[config.mk]
export PLATFORM = sky130hd
export DESIGN_NAME = stp_self_test_sequencer
export DESIGN_NICKNAME = d
export VERILOG_FILES = /design/src/common/stp_pkg.sv /design/src/verilog/stp_flash_timer.sv /design/src/verilog/stp_self_test_sequencer.sv
export SDC_FILE = /design/constraint.sdc
export NUM_CORES = 1
export LEC_CHECK = 0
export ABC_AREA = 1
export BUFFER_PORTS_ARGS = -buffer_cell sky130_fd_sc_hd__buf_2
export CORE_MARGIN = 2
export CORE_UTILIZATION = 40
export CTS_CLUSTER_DIAMETER = 60
export DETAILED_ROUTE_END_ITERATION = 8
export HOLD_SLACK_MARGIN = 0.02
export PLACE_DENSITY = 0.7
export SLEW_MARGIN = 30
export SYNTH_ARGS = -nofsm -noshare
export SYNTH_HDL_FRONTEND = slang
export SYNTH_SLANG_ARGS = --single-unit
export TNS_END_PERCENT = 100
[constraint.sdc]
create_clock -name clk_sys_i -period 1.75 [get_ports clk_sys_i]
set_clock_uncertainty 0.05 [all_clocks]
set_input_delay 0.175 -clock clk_sys_i [delete_from_list [all_inputs] [get_ports clk_sys_i]]
set_output_delay 0.175 -clock clk_sys_i [all_outputs]
set_load 0.02 [all_outputs]
[src/common/stp_pkg.sv]
`default_nettype none

package stp_pkg;

  // ************************************************************
  // Clock and flash timing
  // ************************************************************
  localparam int unsigned CLK_HZ = 25_000_000;
  localparam int unsigned FLASH_TIME_MS = 100;
  // Display duration, so rounded down
  localparam int unsigned FLASH_CYCLES = CLK_HZ / 1000 * FLASH_TIME_MS;

  // ************************************************************
  // Test numbers (octal figures held in binary)
  // ************************************************************
  localparam logic [3:0] TEST_FIRST = 4'hF; // octal 17, sequencers
  localparam logic [3:0] TEST_ALU = 4'hE;   // octal 16
  localparam logic [3:0] TEST_BIC = 4'hD;   // octal 15
  localparam logic [3:0] TEST_FIFO = 4'hC;  // octal 14
  localparam logic [3:0] TEST_FMT = 4'hA;   // octal 12, formatter
  localparam logic [3:0] TEST_LAST = 4'h3;
  localparam logic [3:0] TEST_TUNE = 4'h2;
  localparam logic [3:0] TEST_SEEK = 4'h1;
  localparam logic [3:0] TEST_SUITE = 4'h0;

  // ************************************************************
  // Result display and formatter subtest figures
  // ************************************************************
  localparam logic [3:0] LED_ALL = 4'hF;
  localparam logic [3:0] LED_OFF = 4'h0;
  localparam logic [3:0] SEC_NO_EOW = 4'hA;     // octal 12
  localparam logic [3:0] SEC_W8_TRUE = 4'h9;    // octal 11
  localparam logic [3:0] SEC_W8_FALSE = 4'h8;   // octal 10
  localparam logic [1:0] SUB_LAST = 2'h2;       // third subtest
  localparam logic [3:0] EOW_WORDS = 4'h8;      // 16 bytes

  typedef enum logic [3:0] {
    S_LAMP, S_LAUNCH, S_WAIT, S_SHOW, S_HALT,
    S_HANG, S_SELF_LOOP, S_EXIT, S_TUNE, S_SEEK
  } stp_state_e;

endpackage

`default_nettype wire

[src/verilog/stp_flash_timer.sv]
`default_nettype none

module stp_flash_timer #(
  parameter int unsigned CYCLES = 16
) (
  input wire logic clk_sys_i,
  input wire logic srst_i,
  input wire logic start_i,
  output logic done_o
);

  localparam int W = $clog2(CYCLES + 1);

  logic [W-1:0] cnt_reg;
  logic run_reg;

  // ************************************************************
  // One-shot down counter, done is a one-cycle pulse
  // ************************************************************
  always_ff @(posedge clk_sys_i) begin
    if (srst_i) begin
      cnt_reg <= '0;
      run_reg <= 1'b0;
      done_o <= 1'b0;
    end else begin
      done_o <= 1'b0;
      if (start_i) begin
        // Restart wins so a blink never misses its next period
        cnt_reg <= W'(CYCLES - 1);
        run_reg <= 1'b1;
      end else if (run_reg) begin
        if (cnt_reg == '0) begin
          run_reg <= 1'b0;
          done_o <= 1'b1;
        end else begin
          cnt_reg <= cnt_reg - 1'b1;
        end
      end
    end
  end

endmodule

`default_nettype wire

[src/verilog/stp_self_test_sequencer.sv]
// Behaviour
// - Operating start press runs suite once; 17-15 errors hang, lower exit.
// - Operating with start held loops suite, restarting on error except test 17, until release.
// - Held start flashes all LEDs each pass and withholds errors.
// - Service n>2 loops test n until error, halts; test 17 hangs.
// - Single loop flashes n per pass; error shows section for tests 14 down, failure lit.
// - Service test 2 runs the bus interface chip tuning, flashes 2.
// - Service test 1 commands random seeks, flashes 1.
// - Service test 0 loops suite, flashing numbers; error halts showing test, test 17 hangs.
// - Test 17 failure clears only by reset; 16/15 hang clear on start.
// - Service with start held restarts after errors, except test 17.
// - Service position makes the controller ignore all bus commands.
// - Test number switches only count in service; start is momentary.
// - Every run except service tests 2 and 1 flashes all indicators; front failure mirrors rear failure.
// - Test 17 fault enters jump_to_self_loop showing 17, no sections.
// - Test 16 failure hangs showing 16 in operating mode unless start held; start exits.
// - Test 15 failure shows 15 and hangs in operating mode; in service it halts.
// - Test 14 is first to report sections and exit after error.
// - Test 13 loops data through bus interface chip and FIFO.
// - Formatter subtest one compares looped-back pattern with original.
// - Formatter subtest two expects overrun from reading an empty FIFO.
// - Formatter subtest three: eighth-word flag only after sixteenth byte.
// - Tests run 17 down to 3; all LEDs on at start, off on pass.
`default_nettype none

module stp_self_test_sequencer #(
  parameter int unsigned FLASH_CYCLES = stp_pkg::FLASH_CYCLES
) (
  input wire logic clk_sys_i,
  input wire logic srst_i,
  input wire logic test_mode_switch_i,
  input wire logic [3:0] test_number_i,
  input wire logic start_i,
  input wire logic test_done_i,
  input wire logic test_err_i,
  input wire logic [3:0] test_section_i,
  input wire logic end_of_word_flag_i,
  input wire logic eighth_word_flag_i,
  output logic [3:0] result_led_o,
  output logic fail_led_o,
  output logic front_fail_o,
  output logic test_go_o,
  output logic [3:0] test_id_o,
  output logic [1:0] subtest_o,
  output logic tune_run_o,
  output logic random_seek_o,
  output logic firmware_exit_o,
  output logic hung_o,
  output logic jump_to_self_loop_o,
  output logic bus_cmd_ignore_o
);

  stp_pkg::stp_state_e state_reg;
  stp_pkg::stp_state_e state_q;
  stp_pkg::stp_state_e beg_state;
  logic [3:0] cur_reg;
  logic [1:0] sub_reg;
  logic single_reg;
  logic [3:0] disp_reg;
  logic fail_reg;
  logic [3:0] pend_reg;
  logic pend_v_reg;
  logic start_q;
  logic start_rise;
  logic svc;
  logic [3:0] beg_cur;
  logic beg_single;
  logic [3:0] eow_cnt_reg;
  logic [3:0] eow_now;
  logic early_reg;
  logic chk_err;
  logic [3:0] chk_sec;
  logic err;
  logic [3:0] code;
  logic hang_code;
  logic blink_reg;
  logic flash_go;
  logic flash_done;
  logic w8_check;

  assign svc = test_mode_switch_i;
  assign start_rise = start_i & ~start_q;

  // ************************************************************
  // Flash timer for lamp test, pass flashes and tuning blink
  // ************************************************************
  assign flash_go = ((state_reg != state_q) &&
                     (state_reg inside {stp_pkg::S_LAMP, stp_pkg::S_SHOW,
                                        stp_pkg::S_TUNE, stp_pkg::S_SEEK}))
                    || (flash_done &&
                        (state_reg inside {stp_pkg::S_TUNE,
                                           stp_pkg::S_SEEK}));

  stp_flash_timer #(
    .CYCLES(FLASH_CYCLES)
  ) u_flash (
    .clk_sys_i(clk_sys_i),
    .srst_i(srst_i),
    .start_i(flash_go),
    .done_o(flash_done)
  );

  // ************************************************************
  // Run selection from the panel
  // ************************************************************
  // Switches read only in service; any other case runs the suite
  always_comb begin
    beg_state = stp_pkg::S_LAMP;
    beg_cur = stp_pkg::TEST_FIRST;
    beg_single = 1'b0;
    if (svc) begin
      if (test_number_i == stp_pkg::TEST_TUNE) begin
        beg_state = stp_pkg::S_TUNE;
      end else if (test_number_i == stp_pkg::TEST_SEEK) begin
        beg_state = stp_pkg::S_SEEK;
      end else if (test_number_i != stp_pkg::TEST_SUITE) begin
        beg_cur = test_number_i;
        beg_single = 1'b1;
      end
    end
  end

  // ************************************************************
  // Eighth-word check of the third formatter subtest
  // ************************************************************
  assign w8_check = (state_reg == stp_pkg::S_WAIT) &&
                    (cur_reg == stp_pkg::TEST_FMT) &&
                    (sub_reg == stp_pkg::SUB_LAST);
  assign eow_now = eow_cnt_reg + {3'h0, end_of_word_flag_i};

  // Early flag latches; count saturates at eight words
  always_ff @(posedge clk_sys_i) begin
    if (srst_i || state_reg == stp_pkg::S_LAUNCH) begin
      eow_cnt_reg <= 4'h0;
      early_reg <= 1'b0;
    end else if (w8_check) begin
      if (end_of_word_flag_i && eow_cnt_reg != stp_pkg::EOW_WORDS) begin
        eow_cnt_reg <= eow_now;
      end
      if (eighth_word_flag_i && eow_now < stp_pkg::EOW_WORDS) begin
        early_reg <= 1'b1;
      end
    end
  end

  // Engine errors first, then the local flag check
  always_comb begin
    chk_err = 1'b0;
    chk_sec = stp_pkg::LED_OFF;
    if (w8_check) begin
      if (eow_now < stp_pkg::EOW_WORDS) begin
        chk_err = 1'b1;
        chk_sec = stp_pkg::SEC_NO_EOW;
      end else if (early_reg) begin
        chk_err = 1'b1;
        chk_sec = stp_pkg::SEC_W8_TRUE;
      end else if (!eighth_word_flag_i) begin
        chk_err = 1'b1;
        chk_sec = stp_pkg::SEC_W8_FALSE;
      end
    end
  end

  assign err = test_err_i | chk_err;
  // Tests 17 to 15 have no sections, so they report their own number
  assign code = (single_reg && cur_reg <= stp_pkg::TEST_FIFO) ?
                (test_err_i ? test_section_i : chk_sec) : cur_reg;
  assign hang_code = (cur_reg == stp_pkg::TEST_ALU) ||
                     (cur_reg == stp_pkg::TEST_BIC);

  // ************************************************************
  // Test sequencer
  // ************************************************************
  always_ff @(posedge clk_sys_i) begin
    if (srst_i) begin
      // Reset is power-on or run/stop: run the suite at once
      state_reg <= stp_pkg::S_LAMP;
      state_q <= stp_pkg::S_EXIT;
      cur_reg <= stp_pkg::TEST_FIRST;
      sub_reg <= 2'h0;
      single_reg <= 1'b0;
      disp_reg <= stp_pkg::LED_OFF;
      fail_reg <= 1'b0;
      pend_reg <= stp_pkg::LED_OFF;
      pend_v_reg <= 1'b0;
      start_q <= 1'b0;
    end else begin
      start_q <= start_i;
      state_q <= state_reg;
      unique case (state_reg)
        stp_pkg::S_LAMP: begin
          sub_reg <= 2'h0;
          if (flash_done) begin
            state_reg <= stp_pkg::S_LAUNCH;
          end
        end
        stp_pkg::S_LAUNCH: begin
          state_reg <= stp_pkg::S_WAIT;
        end
        stp_pkg::S_WAIT: begin
          if (test_done_i && !err) begin
            if (cur_reg == stp_pkg::TEST_FMT &&
                sub_reg != stp_pkg::SUB_LAST) begin
              sub_reg <= sub_reg + 2'h1;
              state_reg <= stp_pkg::S_LAUNCH;
            end else if (svc) begin
              sub_reg <= 2'h0;
              state_reg <= stp_pkg::S_SHOW;
            end else if (cur_reg != stp_pkg::TEST_LAST) begin
              sub_reg <= 2'h0;
              cur_reg <= cur_reg - 4'h1;
              state_reg <= stp_pkg::S_LAUNCH;
            end else if (start_i) begin
              cur_reg <= stp_pkg::TEST_FIRST;
              state_reg <= stp_pkg::S_LAMP;
            end else if (pend_v_reg) begin
              // Withheld error shown once start is let go
              pend_v_reg <= 1'b0;
              disp_reg <= pend_reg;
              fail_reg <= 1'b1;
              state_reg <= (pend_reg == stp_pkg::TEST_ALU ||
                            pend_reg == stp_pkg::TEST_BIC) ?
                           stp_pkg::S_HANG : stp_pkg::S_EXIT;
            end else begin
              disp_reg <= stp_pkg::LED_OFF;
              fail_reg <= 1'b0;
              state_reg <= stp_pkg::S_EXIT;
            end
          end else if (test_done_i) begin
            sub_reg <= 2'h0;
            if (cur_reg == stp_pkg::TEST_FIRST) begin
              state_reg <= stp_pkg::S_SELF_LOOP;
            end else if (start_i) begin
              // Held start turns the error into a restart
              if (!svc) begin
                pend_reg <= code;
                pend_v_reg <= 1'b1;
                cur_reg <= stp_pkg::TEST_FIRST;
              end else if (!single_reg) begin
                cur_reg <= stp_pkg::TEST_FIRST;
              end
              state_reg <= stp_pkg::S_LAMP;
            end else begin
              disp_reg <= code;
              fail_reg <= 1'b1;
              pend_v_reg <= 1'b0;
              if (svc) begin
                state_reg <= stp_pkg::S_HALT;
              end else if (hang_code) begin
                state_reg <= stp_pkg::S_HANG;
              end else begin
                state_reg <= stp_pkg::S_EXIT;
              end
            end
          end
        end
        stp_pkg::S_SHOW: begin
          if (flash_done) begin
            if (!single_reg) begin
              cur_reg <= (cur_reg == stp_pkg::TEST_LAST) ?
                         stp_pkg::TEST_FIRST : cur_reg - 4'h1;
            end
            state_reg <= stp_pkg::S_LAUNCH;
          end
        end
        stp_pkg::S_SELF_LOOP: begin
          state_reg <= stp_pkg::S_SELF_LOOP;
        end
        stp_pkg::S_TUNE, stp_pkg::S_SEEK: begin
          if (!svc) begin
            state_reg <= stp_pkg::S_EXIT;
          end else if (start_rise) begin
            state_reg <= beg_state;
            cur_reg <= beg_cur;
            single_reg <= beg_single;
          end
        end
        stp_pkg::S_HALT, stp_pkg::S_HANG, stp_pkg::S_EXIT: begin
          // Start press leaves a halt or a 16/15 hang
          if (start_rise) begin
            state_reg <= beg_state;
            cur_reg <= beg_cur;
            single_reg <= beg_single;
            fail_reg <= 1'b0;
            pend_v_reg <= 1'b0;
          end
        end
      endcase
    end
  end

  // ************************************************************
  // Panel indicators
  // ************************************************************
  always_ff @(posedge clk_sys_i) begin
    if (srst_i) begin
      result_led_o <= stp_pkg::LED_OFF;
      fail_led_o <= 1'b0;
      front_fail_o <= 1'b0;
      blink_reg <= 1'b0;
    end else begin
      if (flash_go) begin
        blink_reg <= ~blink_reg;
      end
      unique case (state_reg)
        stp_pkg::S_LAMP: begin
          result_led_o <= stp_pkg::LED_ALL;
          fail_led_o <= 1'b1;
          front_fail_o <= 1'b1;
        end
        stp_pkg::S_SHOW: begin
          result_led_o <= cur_reg;
          fail_led_o <= 1'b0;
          front_fail_o <= 1'b0;
        end
        stp_pkg::S_SELF_LOOP: begin
          result_led_o <= stp_pkg::TEST_FIRST;
          fail_led_o <= 1'b1;
          front_fail_o <= 1'b1;
        end
        stp_pkg::S_TUNE, stp_pkg::S_SEEK: begin
          result_led_o <= blink_reg ? test_id_o : stp_pkg::LED_OFF;
          fail_led_o <= 1'b0;
          front_fail_o <= 1'b0;
        end
        stp_pkg::S_HALT, stp_pkg::S_HANG, stp_pkg::S_EXIT: begin
          result_led_o <= disp_reg;
          fail_led_o <= fail_reg;
          front_fail_o <= fail_reg;
        end
        default: begin
          // Running: nothing shown, so held errors stay hidden
          result_led_o <= stp_pkg::LED_OFF;
          fail_led_o <= 1'b0;
          front_fail_o <= 1'b0;
        end
      endcase
    end
  end

  // ************************************************************
  // Engine strobes and controller status
  // ************************************************************
  always_ff @(posedge clk_sys_i) begin
    if (srst_i) begin
      test_go_o <= 1'b0;
      test_id_o <= stp_pkg::TEST_FIRST;
      subtest_o <= 2'h0;
      tune_run_o <= 1'b0;
      random_seek_o <= 1'b0;
      firmware_exit_o <= 1'b0;
      hung_o <= 1'b0;
      jump_to_self_loop_o <= 1'b0;
      bus_cmd_ignore_o <= 1'b1;
    end else begin
      test_go_o <= (state_reg == stp_pkg::S_LAUNCH);
      test_id_o <= (state_reg == stp_pkg::S_TUNE) ? stp_pkg::TEST_TUNE :
                   (state_reg == stp_pkg::S_SEEK) ? stp_pkg::TEST_SEEK :
                   cur_reg;
      subtest_o <= sub_reg;
      tune_run_o <= (state_reg == stp_pkg::S_TUNE);
      random_seek_o <= (state_reg == stp_pkg::S_SEEK);
      firmware_exit_o <= (state_reg == stp_pkg::S_EXIT);
      hung_o <= (state_reg inside {stp_pkg::S_HANG, stp_pkg::S_SELF_LOOP});
      jump_to_self_loop_o <= (state_reg == stp_pkg::S_SELF_LOOP);
      bus_cmd_ignore_o <= svc || (state_reg != stp_pkg::S_EXIT);
    end
  end
endmodule

`default_nettype wire

==> impl_metrics.json <==
{
  "result_of_the_run": "complete, but fails checks",
  "fp-row-count": 36,
  "worst_pin_slew_ps": 348.8,
  "syn-cell-area_mm2": 0.004088,
  "timing.critical_path.from_type": "flip-flop",
  "setup_viol_count_final": 21,
  "p_per_area_mw_per_mm2": 1349,
  "fmax_ghz": 0.5352,
  "n_antenna_cell": 0,
  "worstSkewPairLatency_ps": 360,
  "ctsLongestPathBuffers": 2,
  "die_h_um": 105.1,
  "fin_ws_ps": -118.6,
  "min-delay-path-class": "primary input to flip-flop",
  "number_of_port_buffers": 34,
  "max_slew_margin": 0.7650,
  "routed_wire_length_per_instance_um": 14.08,
  "grt_start_max_net_pins": 26,
  "critPathMaxFanout": 8,
  "max-vdd-ir-drop_v": 0.0007368,
  "initial_core_utilization": 0.4144,
  "syn_nets": 644,
  "first_pass_iters": 5,
  "num-fill-cells": 894,
  "synth.lib_cells_used.distinct": 38,
  "crit_path_end_kind": "flip-flop",
  "drtIter0Drc": 283,
  "cellLeakagePower_uw": 0.002649,
  "path_clk_slew_ps": 80,
  "cts_hold_buf": 0,
  "worst_ep_required_time_ps": 1950,
  "num_ports": 35,
  "width_of_the_chip_um": 105.1,
  "drcViolationCount": 0,
  "synthCells": 620,
  "drt-met1-wl_um": 5959,
  "share_of_cells_above_drive_strength_1": 0.3503,
  "rsz0062_at_grt": "yes",
  "p_clk_frac": 0.173,
  "min_period_ps": 1869,
  "area_delta_synth_final_pct": 42.27,
  "postRouteWirelength_um": 12690,
  "p_sw_uw": 3349,
  "grt_util_all_layers": 0.2239,
  "comb_power_share": 0.523,
  "power.share.switching": 0.4269,
  "wire_length_of_the_first_global_routing_pass_um": 19970,
  "route.antenna.remaining_nets": 0,
  "hold_viol": 0,
  "via_count_of_the_first_global_routing_pass": 4273,
  "die_area_mm2": 0.01104,
  "totalPowerFinal_uw": 7846,
  "yosys_synthesis_warning_count": 0,
  "timing.max_cap.violations": 0,
  "clock_net_sink_count": 74,
  "final-max-slew-violation-count": 0,
  "worst-setup-path-type": "flip-flop to flip-flop",
  "met3_layer_wire_length_in_the_routed_design_um": 641,
  "grt_antenna_before_repair": 0,
  "detailedPlacementHpwl_um": 9141,
  "synth.ff_latch_count": 74,
  "layout.core_utilization": 0.5895,
  "met2_wirelength_um": 5751,
  "sequential_to_total_area_share_from_yosys_stat": 0.3624,
  "share_seq_of_total_power": 0.304,
  "routabilityCongestion": 0.9884,
  "cts-htree-levels": 3,
  "failed_checks": "negative setup slack",
  "largest_reg_flops": 22,
  "tritoncts": "built",
  "cts_buffers": 9,
  "nNetsFinal": 787,
  "internal_power_uw": 4497,
  "grt.overflow.total": 0,
  "highest-signal-layer": "met4",
  "cp.arrival_ps": 2070,
  "route.vias.total": 4576,
  "postSynthAreaPerCell_um2": 6.593,
  "coreArea_mm2": 0.009864,
  "route.detailed.vias_per_inst": 5.079,
  "clock-root-buffer": "sky130_fd_sc_hd__clkbuf_8",
  "min_period_over_period": 1.068
}
## through the flow
step / std cells / setup slack (ps) / TNS [ps] / instance area, µm² / hold slack (ps)
3_5_place_dp: 869 / -217.0 / -4393 / 5099 / 382.7
4_1_cts: 890 / -98.61 / -1127 / 5493 / 27.54
5_1_grt: 901 / -238.7 / -4834 / 5816 / 36.46
6_report: 901 / -118.6 / -1273 / 5816 / 36.12
3_3_place_gp: 869 / -163.7 / -2766 / 5099 / 383.7
2_1_floorplan: 620 / 10.23 / 0 / 4116 / 269.9
## timing repair
action                     CTS  global route
gates cloned                 2             0
gates resized for setup     50            64
setup endpoints to repair   40            52
pin swaps                   21            27
buffers inserted             3            11
## routing by layer
metal	track usage	vias to the layer above
li1	-	2322
met1	0.3025	2085
met3	0.04180	29
met5	0	-
met4	0.09905	0
met2	0.3469	140
## area by class of cell
cell class	instances	area (µm²)	share of cell area
clock buffers	9	123.9	0.02130
clock inverters	7	76.32	0.01312
well taps	133	166.4	0.02861
repair inverters	1	7.507	0.001291
repair buffers	142	1027	0.1766
multi-input cells	453	2596	0.4464
inverters	82	319.1	0.05486
flip-flops and latches	74	1499	0.2577
## synthesized netlist by cell type, drive strengths merged
library cell  number  area share
clkbuf             6      0.0055
ha                 8       0.024
o2111ai            1      0.0021
a31oi              8       0.012
or2                7       0.011
clkinv             3      0.0028
nand3             52       0.069
a21oi             38       0.047
o211ai             3      0.0055
a221oi             2      0.0043
xor2               6       0.013
a311oi             1      0.0021
o221ai             1      0.0021
o22ai              2      0.0031
o21ai             39       0.049
nor3              17       0.021
nand4             16       0.024
nor4               2      0.0031
o21a               3      0.0055
dfxtp             74        0.36
buf                6      0.0092
inv               79       0.073
nand2            141        0.13
xnor2              2      0.0043
nand3b             2      0.0037
nor3b              4      0.0073
nor2              97       0.099
## placed cells by master (no fill, tap or decap), types with 3 or more instances in the layout
cell / n
sky130_fd_sc_hd__a21oi_2: 5
sky130_fd_sc_hd__dfxtp_1: 64
sky130_fd_sc_hd__nor3b_1: 3
sky130_fd_sc_hd__nand3_4: 6
sky130_fd_sc_hd__o21a_1: 3
sky130_fd_sc_hd__ha_4: 3
sky130_fd_sc_hd__nand2_1: 125
sky130_fd_sc_hd__nor3_2: 3
sky130_fd_sc_hd__nor2_1: 73
sky130_fd_sc_hd__a21oi_1: 33
sky130_fd_sc_hd__xor2_1: 6
sky130_fd_sc_hd__or2_2: 6
sky130_fd_sc_hd__o21ai_1: 9
sky130_fd_sc_hd__clkinvlp_4: 4
sky130_fd_sc_hd__nor3_1: 14
sky130_fd_sc_hd__o21ai_0: 22
sky130_fd_sc_hd__o21ai_2: 4
sky130_fd_sc_hd__nand2_4: 3
sky130_fd_sc_hd__inv_6: 3
sky130_fd_sc_hd__buf_2: 34
sky130_fd_sc_hd__a31oi_1: 8
sky130_fd_sc_hd__dfxtp_2: 8
sky130_fd_sc_hd__inv_1: 61
sky130_fd_sc_hd__nor2_4: 11
sky130_fd_sc_hd__nand2_2: 12
sky130_fd_sc_hd__ha_1: 5
sky130_fd_sc_hd__o21ai_4: 4
sky130_fd_sc_hd__o211ai_1: 3
sky130_fd_sc_hd__buf_6: 7
sky130_fd_sc_hd__nand3_2: 8
sky130_fd_sc_hd__nand4_1: 16
sky130_fd_sc_hd__clkbuf_8: 9
sky130_fd_sc_hd__clkinv_1: 3
sky130_fd_sc_hd__inv_2: 15
sky130_fd_sc_hd__nor2_2: 13
sky130_fd_sc_hd__nand3_1: 39
sky130_fd_sc_hd__buf_4: 99
## final timing paths
check	start	endpoint	slack, ps	cells past startpoint
worst max-delay path	cur_reg[0]	cur_reg[2]	-120	13
worst min-delay path	eighth_word_flag_i	early_reg	40	3
worst max register to register	cur_reg[0]	cur_reg[2]	-120	13
worst min register to register	sub_reg[1]	subtest_o[1]	390	2
## power groups by stage
| stage | sequential, µW | clock, µW | combinational (µW) |
|---|---|---|---|
| 3_5_place_dp | 2340 | 0 | 3300 |
| 3_3_place_gp | 2330 | 0 | 3240 |
| 4_1_cts | 2330 | 1390 | 3500 |
| 5_1_grt | 2430 | 1470 | 4490 |
| 6_report | 2390 | 1360 | 4100 |
| 2_1_floorplan | 2440 | 0 | 1830 |
## critical path: stages, from the launching register on
cell                      delay, ps
sky130_fd_sc_hd__dfxtp_2        340
sky130_fd_sc_hd__inv_4           60
sky130_fd_sc_hd__ha_4           140
sky130_fd_sc_hd__nand2_4         50
sky130_fd_sc_hd__nor2_4         100
sky130_fd_sc_hd__nand3_2         90
sky130_fd_sc_hd__nor2_4         130
sky130_fd_sc_hd__nand2_4        110
sky130_fd_sc_hd__nand4_1        180
sky130_fd_sc_hd__nand2_2        100
sky130_fd_sc_hd__nor2_4         160
sky130_fd_sc_hd__nand2_2         90
sky130_fd_sc_hd__nand2_1         70
sky130_fd_sc_hd__nand3_1         70
## logic make-up after synthesis
family | share of synthesized area
compound gates | 0.1322
xor+xnor | 0.01714
fa+ha+maj | 0.02449
buf+inv | 0.09060
flops | 0.3624
simple gates | 0.3731
Power figures use the tool's default switching activity.
